--- config.mk ---
export PLATFORM = sky130hd
export DESIGN_NAME = watchdog_timer
export DESIGN_NICKNAME = d
export VERILOG_FILES = /design/src/wdt_pkg.sv /design/src/watchdog_timer.sv
export SDC_FILE = /design/constraint.sdc
export NUM_CORES = 1
export LEC_CHECK = 0
export BUFFER_PORTS_ARGS = -buffer_cell sky130_fd_sc_hd__buf_2
export CAP_MARGIN = 20
export CORE_ASPECT_RATIO = 2
export CORE_MARGIN = 1
export CORE_UTILIZATION = 30
export CTS_CLUSTER_DIAMETER = 80
export DETAILED_ROUTE_END_ITERATION = 10
export GPL_ROUTABILITY_DRIVEN = 0
export HOLD_SLACK_MARGIN = 0.12
export SLEW_MARGIN = 20
export SYNTH_ARGS = -nofsm -noshare
export SYNTH_HDL_FRONTEND = slang
export SYNTH_SLANG_ARGS = --single-unit
--- constraint.sdc ---
create_clock -name CLK -period 4 [get_ports CLK]
set_clock_uncertainty 0.2 [all_clocks]
set_input_delay 0.4 -clock CLK [delete_from_list [all_inputs] [get_ports CLK]]
set_output_delay 0.4 -clock CLK [all_outputs]
set_load 0.02 [all_outputs]
--- src/wdt_pkg.sv ---
// Constants, field layouts and carrier types for the watchdog block
package wdt_pkg;
    // ------------------------------------------------------------
    // Timing
    // ------------------------------------------------------------
    localparam int CLK_MHZ        = 50;
    localparam int TICK_PERIOD_NS = 1000;
    localparam int TICK_DIV       = (TICK_PERIOD_NS * CLK_MHZ) / 1000;
    localparam logic [2:0] UNLOCK_CYCLES = 3'h4;
    localparam int DIV_W          = 6;
    localparam int CNT_W          = 21;

    // ------------------------------------------------------------
    // Register map
    // ------------------------------------------------------------
    localparam int ADDR_W = 8;
    localparam int DATA_W = 32;
    localparam int CTRL_INDEX = 'h21;
    localparam logic [7:0] CTRL_ADDR    = 8'(CTRL_INDEX * 4);
    localparam logic [7:0] RESTART_ADDR = 8'h00;
    localparam logic [7:0] STATUS_ADDR  = 8'h04;
    localparam logic [7:0] CLEAR_ADDR   = 8'h08;
    localparam logic [7:0] IRQ_EN_ADDR  = 8'h0c;
    localparam logic [7:0] COUNT_ADDR   = 8'h10;

    // ------------------------------------------------------------
    // Fields and reset values
    // ------------------------------------------------------------
    localparam int UNLOCK_BIT = 4;
    localparam int ENABLE_BIT = 3;
    localparam int SEL_LSB    = 0;
    localparam int SEL_W      = 3;
    localparam logic [7:0] CTRL_RESET = 8'h00;
    localparam int ST_TIMEOUT = 0;
    localparam int ST_REFUSED = 1;
    localparam int ST_W       = 2;
    localparam logic [1:0] STATUS_RESET = 2'h0;
    localparam logic [1:0] RESP_OKAY   = 2'h0;
    localparam logic [1:0] RESP_SLVERR = 2'h2;

    // Control register fields, bit 4 down to bit 0
    typedef struct packed {
        logic             unlock;
        logic             enable;
        logic [SEL_W-1:0] sel;
    } wdt_ctl_t;
endpackage

--- src/watchdog_timer.sv ---
// Watchdog timer with timed disable unlock and AXI4-Lite register slave
module watchdog_timer #(
    parameter int unsigned BASE_TICKS = 8192
) (
    // Clock, reset, clock enable
    input  wire logic                         CLK,
    input  wire logic                         NRST,
    input  wire logic                         CE,
    // Write address channel
    input  wire logic                         S_AXI_AWVALID,
    output logic                              S_AXI_AWREADY,
    input  wire logic [wdt_pkg::ADDR_W-1:0]   S_AXI_AWADDR,
    // Write data channel
    input  wire logic                         S_AXI_WVALID,
    output logic                              S_AXI_WREADY,
    input  wire logic [wdt_pkg::DATA_W-1:0]   S_AXI_WDATA,
    input  wire logic [3:0]                   S_AXI_WSTRB,
    // Write response channel
    output logic                              S_AXI_BVALID,
    input  wire logic                         S_AXI_BREADY,
    output logic [1:0]                        S_AXI_BRESP,
    // Read address channel
    input  wire logic                         S_AXI_ARVALID,
    output logic                              S_AXI_ARREADY,
    input  wire logic [wdt_pkg::ADDR_W-1:0]   S_AXI_ARADDR,
    // Read data channel
    output logic                              S_AXI_RVALID,
    input  wire logic                         S_AXI_RREADY,
    output logic [wdt_pkg::DATA_W-1:0]        S_AXI_RDATA,
    output logic [1:0]                        S_AXI_RRESP,
    // Reset request and interrupt
    output logic                              WDT_RESET,
    output logic                              IRQ
);
    import wdt_pkg::*;

    // ------------------------------------------------------------
    // Decoding helpers
    // ------------------------------------------------------------
    // Timeout period in ticks for a select code, doubling per step
    function automatic logic [CNT_W-1:0] period_of(
        input logic [SEL_W-1:0] sel);
        period_of = CNT_W'(BASE_TICKS) << sel;
    endfunction

    // Known register addresses answer OKAY, the rest SLVERR
    function automatic logic addr_known(input logic [ADDR_W-1:0] a);
        addr_known = (a == CTRL_ADDR) || (a == RESTART_ADDR) ||
                     (a == STATUS_ADDR) || (a == CLEAR_ADDR) ||
                     (a == IRQ_EN_ADDR) || (a == COUNT_ADDR);
    endfunction

    // ------------------------------------------------------------
    // State
    // ------------------------------------------------------------
    wdt_ctl_t          ctl_reg,      ctl_next;
    logic [2:0]        unl_cnt_reg,  unl_cnt_next;
    logic [DIV_W-1:0]  div_reg,      div_next;
    logic              tick_reg,     tick_next;
    logic [CNT_W-1:0]  count_reg,    count_next;
    logic              rst_req_reg,  rst_req_next;
    logic [ST_W-1:0]   status_reg,   status_next;
    logic [ST_W-1:0]   irq_en_reg,   irq_en_next;
    logic              irq_reg,      irq_next;
    logic              awready_reg,  awready_next;
    logic              bvalid_reg,   bvalid_next;
    logic [1:0]        bresp_reg,    bresp_next;
    logic              arready_reg,  arready_next;
    logic              rvalid_reg,   rvalid_next;
    logic [DATA_W-1:0] rdata_reg,    rdata_next;
    logic [1:0]        rresp_reg,    rresp_next;

    logic              wr_go;
    logic              rd_go;
    logic              ctl_wr;
    logic              restart_wr;
    logic              fire;
    wdt_ctl_t          wr_ctl;
    logic [ST_W-1:0]   st_set;
    logic [ST_W-1:0]   st_clr;

    // ------------------------------------------------------------
    // Bus request decode
    // ------------------------------------------------------------
    // Write taken when address and data both wait and no response pends
    assign wr_go = S_AXI_AWVALID && S_AXI_WVALID && !awready_reg &&
                   !bvalid_reg;
    assign rd_go = S_AXI_ARVALID && !arready_reg && !rvalid_reg;
    assign ctl_wr = wr_go && (S_AXI_AWADDR == CTRL_ADDR) &&
                    S_AXI_WSTRB[0];
    assign restart_wr = wr_go && (S_AXI_AWADDR == RESTART_ADDR);
    // Bits 7..5 of the written byte are dropped here
    assign wr_ctl = wdt_ctl_t'(S_AXI_WDATA[UNLOCK_BIT:SEL_LSB]);
    assign fire = ctl_reg.enable && tick_reg &&
                  (count_reg >= period_of(ctl_reg.sel) - CNT_W'(1));

    // ------------------------------------------------------------
    // Control register and unlock window
    // ------------------------------------------------------------
    // Next control value: enable sets freely, clears only when unlocked
    always_comb begin
        ctl_next     = ctl_reg;
        unl_cnt_next = unl_cnt_reg;
        st_set       = '0;
        if (ctl_reg.unlock) begin
            unl_cnt_next = unl_cnt_reg - 3'h1;
            if (unl_cnt_reg == 3'h1) begin
                ctl_next.unlock = 1'b0;
            end
        end
        if (ctl_wr) begin
            ctl_next.sel = wr_ctl.sel;
            if (wr_ctl.enable) begin
                ctl_next.enable = 1'b1;
            end else if (ctl_reg.unlock) begin
                ctl_next.enable = 1'b0;
            end else if (ctl_reg.enable) begin
                st_set[ST_REFUSED] = 1'b1;
            end
            if (wr_ctl.unlock) begin
                ctl_next.unlock = 1'b1;
                unl_cnt_next    = UNLOCK_CYCLES;
            end
        end
        if (fire) begin
            st_set[ST_TIMEOUT] = 1'b1;
        end
    end

    // ------------------------------------------------------------
    // Tick divider and watchdog counter
    // ------------------------------------------------------------
    // Tick every TICK_DIV clocks regardless of the select code
    always_comb begin
        tick_next = 1'b0;
        div_next  = div_reg + DIV_W'(1);
        if (div_reg == DIV_W'(TICK_DIV - 1)) begin
            div_next  = '0;
            tick_next = 1'b1;
        end
        count_next   = count_reg;
        rst_req_next = 1'b0;
        if (restart_wr) begin
            count_next = '0;
        end else if (fire) begin
            count_next   = '0;
            rst_req_next = 1'b1;
        end else if (ctl_reg.enable && tick_reg) begin
            count_next = count_reg + CNT_W'(1);
        end
        // Disabled counter keeps its value for a later enable unless a restart write clears it
    end

    // ------------------------------------------------------------
    // Status, interrupt enable, interrupt line
    // ------------------------------------------------------------
    // Sticky status: a setting event wins over a clear in the same cycle
    always_comb begin
        st_clr      = '0;
        irq_en_next = irq_en_reg;
        if (wr_go && S_AXI_WSTRB[0]) begin
            if (S_AXI_AWADDR == CLEAR_ADDR) begin
                st_clr = S_AXI_WDATA[ST_W-1:0];
            end
            if (S_AXI_AWADDR == IRQ_EN_ADDR) begin
                irq_en_next = S_AXI_WDATA[ST_W-1:0];
            end
        end
        status_next = (status_reg & ~st_clr) | st_set;
        irq_next    = |(status_next & irq_en_next);
    end

    // ------------------------------------------------------------
    // AXI4-Lite handshakes and read data
    // ------------------------------------------------------------
    // One-cycle ready pulses, response held until the master takes it
    always_comb begin
        awready_next = wr_go;
        bvalid_next  = bvalid_reg;
        bresp_next   = bresp_reg;
        if (bvalid_reg && S_AXI_BREADY) begin
            bvalid_next = 1'b0;
        end
        if (wr_go) begin
            bvalid_next = 1'b1;
            bresp_next  = addr_known(S_AXI_AWADDR) ? RESP_OKAY
                                                   : RESP_SLVERR;
        end
        arready_next = rd_go;
        rvalid_next  = rvalid_reg;
        rdata_next   = rdata_reg;
        rresp_next   = rresp_reg;
        if (rvalid_reg && S_AXI_RREADY) begin
            rvalid_next = 1'b0;
        end
        if (rd_go) begin
            rvalid_next = 1'b1;
            rresp_next  = addr_known(S_AXI_ARADDR) ? RESP_OKAY
                                                   : RESP_SLVERR;
            case (S_AXI_ARADDR)
                CTRL_ADDR:   rdata_next = DATA_W'(ctl_reg);
                STATUS_ADDR: rdata_next = DATA_W'(status_reg);
                IRQ_EN_ADDR: rdata_next = DATA_W'(irq_en_reg);
                COUNT_ADDR:  rdata_next = DATA_W'(count_reg);
                default:     rdata_next = '0;
            endcase
        end
    end

    // ------------------------------------------------------------
    // Registers
    // ------------------------------------------------------------
    // All state holds while CE is low
    always_ff @(posedge CLK) begin
        if (!NRST) begin
            ctl_reg     <= wdt_ctl_t'(CTRL_RESET[UNLOCK_BIT:SEL_LSB]);
            unl_cnt_reg <= '0;
            div_reg     <= '0;
            tick_reg    <= 1'b0;
            count_reg   <= '0;
            rst_req_reg <= 1'b0;
            status_reg  <= STATUS_RESET;
            irq_en_reg  <= STATUS_RESET;
            irq_reg     <= 1'b0;
            awready_reg <= 1'b0;
            bvalid_reg  <= 1'b0;
            bresp_reg   <= RESP_OKAY;
            arready_reg <= 1'b0;
            rvalid_reg  <= 1'b0;
            rdata_reg   <= '0;
            rresp_reg   <= RESP_OKAY;
        end else if (CE) begin
            ctl_reg     <= ctl_next;
            unl_cnt_reg <= unl_cnt_next;
            div_reg     <= div_next;
            tick_reg    <= tick_next;
            count_reg   <= count_next;
            rst_req_reg <= rst_req_next;
            status_reg  <= status_next;
            irq_en_reg  <= irq_en_next;
            irq_reg     <= irq_next;
            awready_reg <= awready_next;
            bvalid_reg  <= bvalid_next;
            bresp_reg   <= bresp_next;
            arready_reg <= arready_next;
            rvalid_reg  <= rvalid_next;
            rdata_reg   <= rdata_next;
            rresp_reg   <= rresp_next;
        end
    end

    // Outputs straight from flip-flops
    assign S_AXI_AWREADY = awready_reg;
    assign S_AXI_WREADY  = awready_reg;
    assign S_AXI_BVALID  = bvalid_reg;
    assign S_AXI_BRESP   = bresp_reg;
    assign S_AXI_ARREADY = arready_reg;
    assign S_AXI_RVALID  = rvalid_reg;
    assign S_AXI_RDATA   = rdata_reg;
    assign S_AXI_RRESP   = rresp_reg;
    assign WDT_RESET     = rst_req_reg;
    assign IRQ           = irq_reg;
endmodule // watchdog_timer

# Word-level counts from Yosys, hierarchy flattened
# Cells that the tools add are included.
[classes] addsub=4 order_cmp=1 eq_ne=12 shift=1 muxes=31 bitwise_logic=4 n_reduce_logical=41
[ops] cell="one-hot mux 21 bit (4 select lines)" count=1
[ops] cell="two-way mux 21 bit" count=3
[ops] cell="equality test 8 x 4 -> 1 bit (second input constant)" count=4
[ops] cell="adder 21 x 1 -> 21 bit (second input constant)" count=1
[ops] cell=">= comparator 21 bit" count=1
[ops] cell="<< shifter 14 x 3 -> 21 bit (first input constant)" count=1
[ops] cell="subtractor 21 x 1 -> 21 bit (second input constant)" count=1
[ops] cell="equality test 8 x 3 -> 1 bit (second input constant)" count=2
[ops] cell="equality test 8 x 5 -> 1 bit (second input constant)" count=2
[ops] cell="equality test 8 bit (second input constant)" count=2
[ops] cell="logical NOT 8 bit" count=2
[ops] cell="two-way mux 1 bit" count=16
[ops] cell="logical AND 1 bit" count=13
[ops] cell="two-way mux 2 bit" count=6
[ops] cell="AND reduction 2 bit" count=6
[ops] cell="logical OR 1 bit" count=10
[ops] cell="two-way mux 3 bit" count=3
[ops] cell="adder 6 x 1 -> 6 bit (second input constant)" count=1
[ops] cell="equality test 6 bit (second input constant)" count=1
[ops] cell="two-way mux 6 bit" count=1
[ops] cell="nonzero test 2 bit" count=3
[ops] cell="two-way mux 5 bit" count=1
[ops] cell="bitwise AND 2 bit" count=2
[ops] cell="logical NOT 1 bit" count=4
[ops] cell="other kinds (7)" count=7
[word_totals] reg_bits=82 out_inout_bits=43

# Depth between registers and ports, before layout
# Gate-level depths: netlist of the first run.
[depth] depth_word=10 mapped_depth=14 depth_no_buf=12

# Least setup slack after synthesis of the first run
# Ideal clock, no wire load.
[synth_timing] path_kind="register to register" from="reg ctl_reg[0] (netlist bit)" to="reg count_reg[12]" setup_ns=0.143 arrival_time_ns=3.016 required_ns=3.657 slack_ns=0.642 path_stages_with_launch=15 synth_period_minus_slack_ns=3.358 path_cell_list="dfxtp_1 -> clkbuf_1 -> or3_1 -> ha_1 -> clkbuf_1 -> xor2_1 -> nor2_1 -> a21oi_1 -> ha_1 -> nand2_1 -> o21ai_0 -> o21ai_0 -> o21ai_0 -> clkbuf_1 -> a211oi_1"
[synth_via] elab_chain_len=6 word_cells_on_any_way=8 classes_between="1 x add/sub; 1 x order compare; 1 x shift; 2 x mux; 3 x reduce/logical"
[synth_lines] item="start, declared" line="watchdog_timer.sv:56" rtl="wdt_ctl_t ctl_reg, ctl_next;"
[synth_lines] item="start signal, assigned" line="watchdog_timer.sv:216" rtl="ctl_reg <= wdt_ctl_t'(CTRL_RESET[UNLOCK_BIT:SEL_LSB]);"
[synth_lines] item="start signal, assigned" line="watchdog_timer.sv:233" rtl="ctl_reg <= ctl_next;"
[synth_lines] item="<< shifter 14 x 3 -> 21 bit *" line="watchdog_timer.sv:43" rtl="period_of = CNT_W'(BASE_TICKS) << sel;"
[synth_lines] item="subtractor 21 x 1 -> 21 bit *" line="watchdog_timer.sv:95" rtl="(count_reg >= period_of(ctl_reg.sel) - CNT_W'(1));"
[synth_lines] item=">= comparator 21 bit *" line="watchdog_timer.sv:95"
[synth_lines] item="logical AND 1 bit *" line="watchdog_timer.sv:94" rtl="assign fire = ctl_reg.enable && tick_reg &&"
[synth_lines] item="nonzero test 3 bit (no line) or two-way mux 21 bit (tied branches)"
[synth_lines] item="AND reduction 2 bit (no line) or two-way mux 21 bit (tied branches)"
[synth_lines] item="end signal, assigned" line="watchdog_timer.sv:237" rtl="count_reg <= count_next;"
[synth_lines] item="end, declared" line="watchdog_timer.sv:60" rtl="logic [CNT_W-1:0] count_reg, count_next;"
# Mark *: on every way between the ends. The rest lies on a longest branch, timed or not.
# A chain may end at the register's enable or synchronous reset.

# Worst setup path in the final report of the first run
# Ends and elaborated chain as after synthesis.

==> results of run 1 <==
-- Yosys cell counts, types with 2 or more instances --
library cell and n:
nor3b_1 4, nor4_1 11, mux2i_1 3, or4_4 2
a2111oi_4 2, nor3_1 4, a21oi_1 45, a211oi_1 5
or3b_2 2, nor2_1 20, o2bb2ai_1 6, a211oi_2 18
xnor2_1 16, o21ai_0 14, or3_1 9, conb_1 2
o211ai_1 2, and2_1 2, a22oi_1 6, nand3_1 32
nand2b_1 2, dfxtp_1 69, xor2_1 9, and3_1 6
buf_4 14, nand4_1 10, inv_1 14, nand2_1 56
and4_1 3, a2bb2oi_1 3, clkbuf_1 18, o21a_1 4
ha_1 14, nor2b_1 2, a31oi_1 6
-- worst max-delay path: stages, from the launching register on --
cell and delay, ps:
dfxtp_1 380, or3_1 400, ha_1 280, xor2_1 170
nor2_1 110, a21oi_1 50, ha_1 300, nand2_1 60
o21ai_0 360, o21ai_0 270, o21ai_2 680, a211oi_1 170
-- stage by stage --
| stage | util [%] | hold slack [ps] | setup slack [ps] | std cells | power [uW] |
|---|---|---|---|---|---|
| floorplan | - | 240 | 642 | 468 | 787 |
| global placement | 34.2 | 243 | 135 | 652 | 818 |
| detailed placement | 34.2 | 243 | 371 | 652 | 820 |
| CTS | 36.8 | 124 | 374 | 668 | 1690 |
| global route | 36.8 | 147 | 176 | 668 | 1740 |
| finish | 36.8 | 132 | 407 | 668 | 1680 |
-- kinds of logic (layout without fill, tap and decap cells) --
logic type	count (synthesis)	count (layout)	share of synthesized area, %
AOI/OAI and AO/OA	119	119	23.0
xor gates and xnor gates	25	25	5.65
adders and majority gates	14	14	4.52
buffers and inverters	49	99	6.33
DFF	69	69	35.7
muxes	4	4	1.07
other	2	14	0.194
and+or+nand+nor	174	174	23.6
-- cell type report --
class                      count  area (um2)
fill                        1287        7930
multi-input combinational    350        2300
sequential                    69        1380
timing repair buffer          69         370
clock buffer                  13         260
tap                          150         188
clock inverter                 3        67.6
inverter                      14        52.6
-- worst max-delay path by stage --
stage               endpoint  slack, ps  cells past startpoint
3_5_place_dp   count_reg[12]        370                     11
2_1_floorplan  count_reg[12]        640                     14
3_3_place_gp    count_reg[2]        140                     11
4_1_cts        count_reg[12]        370                     11
6_report       count_reg[12]        410                     11
5_1_grt        count_reg[12]        180                     11
-- metal layers --
layer / GRT usage [%] / share of wire [%] / vias up / wire [um]
met5: 0 / 0 / - / 0
met4: 13.1 / 6.8 / 0 / 732
met3: 2.46 / 2.7 / 27 / 287
met2: 30.9 / 55 / 87 / 5940
met1: 16.1 / 35 / 1670 / 3820
li1: - / - / 1753 / -
-- power by group through the flow --
stage	clock [uW]	sequential (uW)	combinational, uW
6_report	877	700	106
3_3_place_gp	0	715	103
3_5_place_dp	0	715	105
4_1_cts	889	700	106
5_1_grt	926	701	115
2_1_floorplan	0	719	68.1
==> qor.yml, run 1 <==
outcome: "completed"
yosys-top-cells-area: "dfxtp_1 (36%), a211oi_2 (5.8%), a21oi_1 (5.8%)"
min_period_ps: 3590
ios: 103
drtPass1Iterations: 4
yosys_warnings: 0
power_frac_seq_pct: 41.6
fp.dieH_um: 163
grt_max_degree: 50
ctsResizeCount: 0
end_kind: "flop"
p_switching_uw: 376
worst_slew_pin_slew_ps: 856
diodes: 0
cts_hold_buf: 0
power_density_mw_per_mm2: 364
cp.arrival_ps: 3580
core_area_mm2: 0.0126
layout_common_cells: "dfxtp_1 (69), buf_2 (59), nand2_1 (56)"
grt_pass1_vias: 3440
worstSkewPairLatency_ps: 340
start_util_pct: 30.9
r2r_cells: 11
grt_pass1_wl_um: 16700
dpl_cell_area_mm2: 0.00429
yosysTopAreaCell: "dfxtp_1"
wl_per_cell_um: 16.1
reg2reg_slack_ps: 410
netlist_area_mm2: 0.00387
peakVddDrop_v: 0.000208
cts_sinks: 69
dp_hpwl_um: 8200
yosys_register_bits: 69
cts_buffer_depth: 2
crit_fanout: 12
drc: 0
startpoint_type: "flop"
max_freq_mhz: 278
syn_area_per_cell_um2: 8.49
max-cap-violations: 0
antenna_found_initial: 0
hold_start: "S_AXI_WDATA[3]"
dr_total_vias: 3537
synth_cells: 456
area_growth_pct: 19.3
grt_setup_unrepaired: "no"
die-area_mm2: 0.0134
grt_util_all_layers_pct: 16.9
nNetsFinal: 587
setup_violations: 0
finalInstanceArea_mm2: 0.00462
ys_seq_area_share_pct: 35.7
io_buffers: 59
r2r-end: "count_reg[12]"
cts_setup_buffers: 0
min_period_over_period_pct: 89.8
hold_class: "input pin to flop"
tns_ps: 0
mostFrequentLayoutCell: "dfxtp_1"
wl_um: 10800
hold_viol: 0
timing.rr.start: "ctl_reg[0]"
p_int_uw: 1310
drt_iter0_markers: 206
ys_types: 56
drtAntennaViolNets: 0
synth_edf_count: 0
h-tree-depth: 3
crit_type: "flop to flop"
root_buffer: "clkbuf_16"
worstPathRequired_ps: 3990
max_slew_margin_pct: 42.4
synth_top_flop_cell: "dfxtp_1"
slew_violations: 0
cts_buffers: 9
combPwrFrac_pct: 6.3
synthArstFlopShare_pct: 0
holdPathStages: 3
switching_share_pct: 22.3
min_to: "ctl_reg[3]"
num_rows: 58
die_w_um: 82.4
synth_top_cell_area_share_pct: 35.7
drive_gt1_share_pct: 22.4
clkPwrFrac_pct: 52.1
critPathLaunch: "ctl_reg[0]"
p_leak_uw: 0.00163
path_clk_slew_ps: 60
cts_tree: "done"
globalRouteOverflowTotal: 0
vias_per_cell: 5.29
Power figures use the tool's default switching activity.
==> run 2: changes to the inputs <==
--- a/config.mk
+++ b/config.mk
@@ -13,6 +13,7 @@
 export CTS_CLUSTER_DIAMETER = 80
 export DETAILED_ROUTE_END_ITERATION = 10
 export GPL_ROUTABILITY_DRIVEN = 0
+export GPL_TIMING_DRIVEN = 0
 export HOLD_SLACK_MARGIN = 0.12
 export SLEW_MARGIN = 20
 export SYNTH_ARGS = -nofsm -noshare
==> qor.yml, run 2 (synthesized netlist as in run 1, its figures left out) <==
crit_fanout: 10
dp_hpwl_um: 9130
core_area_mm2: 0.0126
hold_viol: 0
r2r_cells: 14
diodes: 0
setup_violations: 0
num_rows: 58
max-cap-violations: 0
path_clk_slew_ps: 60
drive_gt1_share_pct: 22.3
root_buffer: "clkbuf_16"
grt_setup_unrepaired: "yes"
grt_max_degree: 12
holdWs_ps: 136
drc: 0
min_period_ps: 3740
max_slew_margin_pct: 31.0
min_period_over_period_pct: 93.6
cts_sinks: 69
layout_common_cells: "dfxtp_1 (69), buf_2 (60), nand2_1 (56)"
globalRouteOverflowTotal: 0
drtPass1Iterations: 4
slew_violations: 0
dr_total_vias: 3667
end_kind: "flop"
antenna_found_initial: 0
outcome: "completed"
holdPathStages: 3
h-tree-depth: 3
cp.arrival_ps: 3780
nNetsFinal: 612
drt_iter0_markers: 233
slowest_stage: "a311oi_1"
layout_setup_ws_ps: 257
die-area_mm2: 0.0134
crit_type: "flop to flop"
grt_util_all_layers_pct: 18.2
start_util_pct: 30.9
max_freq_mhz: 267
cpPeakStageDelay_ps: 460
mostFrequentLayoutCell: "dfxtp_1"
worst_slew_pin_slew_ps: 1030
die_w_um: 82.4
wl_um: 11400
dpl_cell_area_mm2: 0.00440
worstSkewPairLatency_ps: 330
io_buffers: 59
grt_pass1_wl_um: 17900
vias_per_cell: 5.30
hold_class: "input pin to flop"
tns_ps: 0
startpoint_type: "flop"
crit_chain: "clkbuf_1 > or3_1 > ha_1 > clkbuf_1 > xor2_1 > nor2_1 > a21oi_1 > ha_1 > a21oi_1 > o21ai_0 > a311oi_1 > o21ai_0 > clkbuf_2 > a211oi_1"
peakVddDrop_v: 0.000200
fill_cells: 1285
fp.dieH_um: 163
worstPathRequired_ps: 4040
area_growth_pct: 21.7
power_density_mw_per_mm2: 346
drtAntennaViolNets: 0
utilization_pct: 37.5
cts_buffer_depth: 2
finalInstanceArea_mm2: 0.00471
p_leak_uw: 0.00168
cts_tree: "done"
grt_pass1_vias: 3687
dp_slack_ps: 51.7
ios: 103
cts_buffers: 9
wl_per_cell_um: 16.5
[run 2: power breakdown]
group / leakage (uW) / internal [uW] / switching (uW)
clock: 0.000141 / 513 / 296
combinational: 0.000979 / 42.4 / 78.6
sequential: 0.000557 / 694 / 6.70
total: 0.00168 / 1250 / 381
[run 2: critical path, delay by kind of cell (launching register included)]
| family | cells | cell delay, ps |
|---|---|---|
| adder cells (fa/ha/maj) | 2 | 390 |
| AO/OA/AOI/OAI | 6 | 1420 |
| flip-flops | 1 | 290 |
| buffers and inverters | 3 | 650 |
| AND/OR/NAND/NOR | 2 | 520 |
| XOR/XNOR | 1 | 180 |
[run 2: cell type report]
cell class / count / area [um2] / share of cell area, %
buffer: 35 / 194 / 4.11
clock buffer: 12 / 256 / 5.44
clock inverter: 3 / 45.0 / 0.956
inverter: 14 / 52.6 / 1.11
multi-input combinational: 350 / 2300 / 48.8
sequential: 69 / 1380 / 29.3
tap: 150 / 188 / 3.98
timing repair buffer: 59 / 295 / 6.26
[run 2: path summary, 6_finish.rpt]
kind / from / endpoint / slack [ps]
setup / recovery: ctl_reg[0] / count_reg[6] / 260
hold / removal: S_AXI_WDATA[2] / ctl_reg[2] / 140
setup reg to reg: ctl_reg[0] / count_reg[6] / 260
hold reg to reg: S_AXI_RDATA[14] / S_AXI_RDATA[14] / 250
[run 2: metal layers]
metal  global-route usage, %  part of all wire [%]  vias up
li1                        -                     -     1797
met5                       0                     0        -
met2                    34.1                    57       92
met1                    16.3                    34     1741
met3                    2.52                   2.6       37
met4                    14.7                   6.2        0
[run 2: timing repair]
| item | CTS | global route |
|---|---|---|
| setup endpoints to repair | 0 | 12 |
| hold buffers | 0 | 0 |
| buffers inserted | 0 | 0 |
| resized for setup | 0 | 2 |
| endpoints found under the hold margin | 0 | 0 |
[run 2: stage by stage]
stage | instances | power, uW
after floorplan | 468 | 787
after global placement | 677 | 832
after detailed placement | 677 | 835
after CTS | 692 | 1650
after global routing | 692 | 1690
final | 692 | 1630
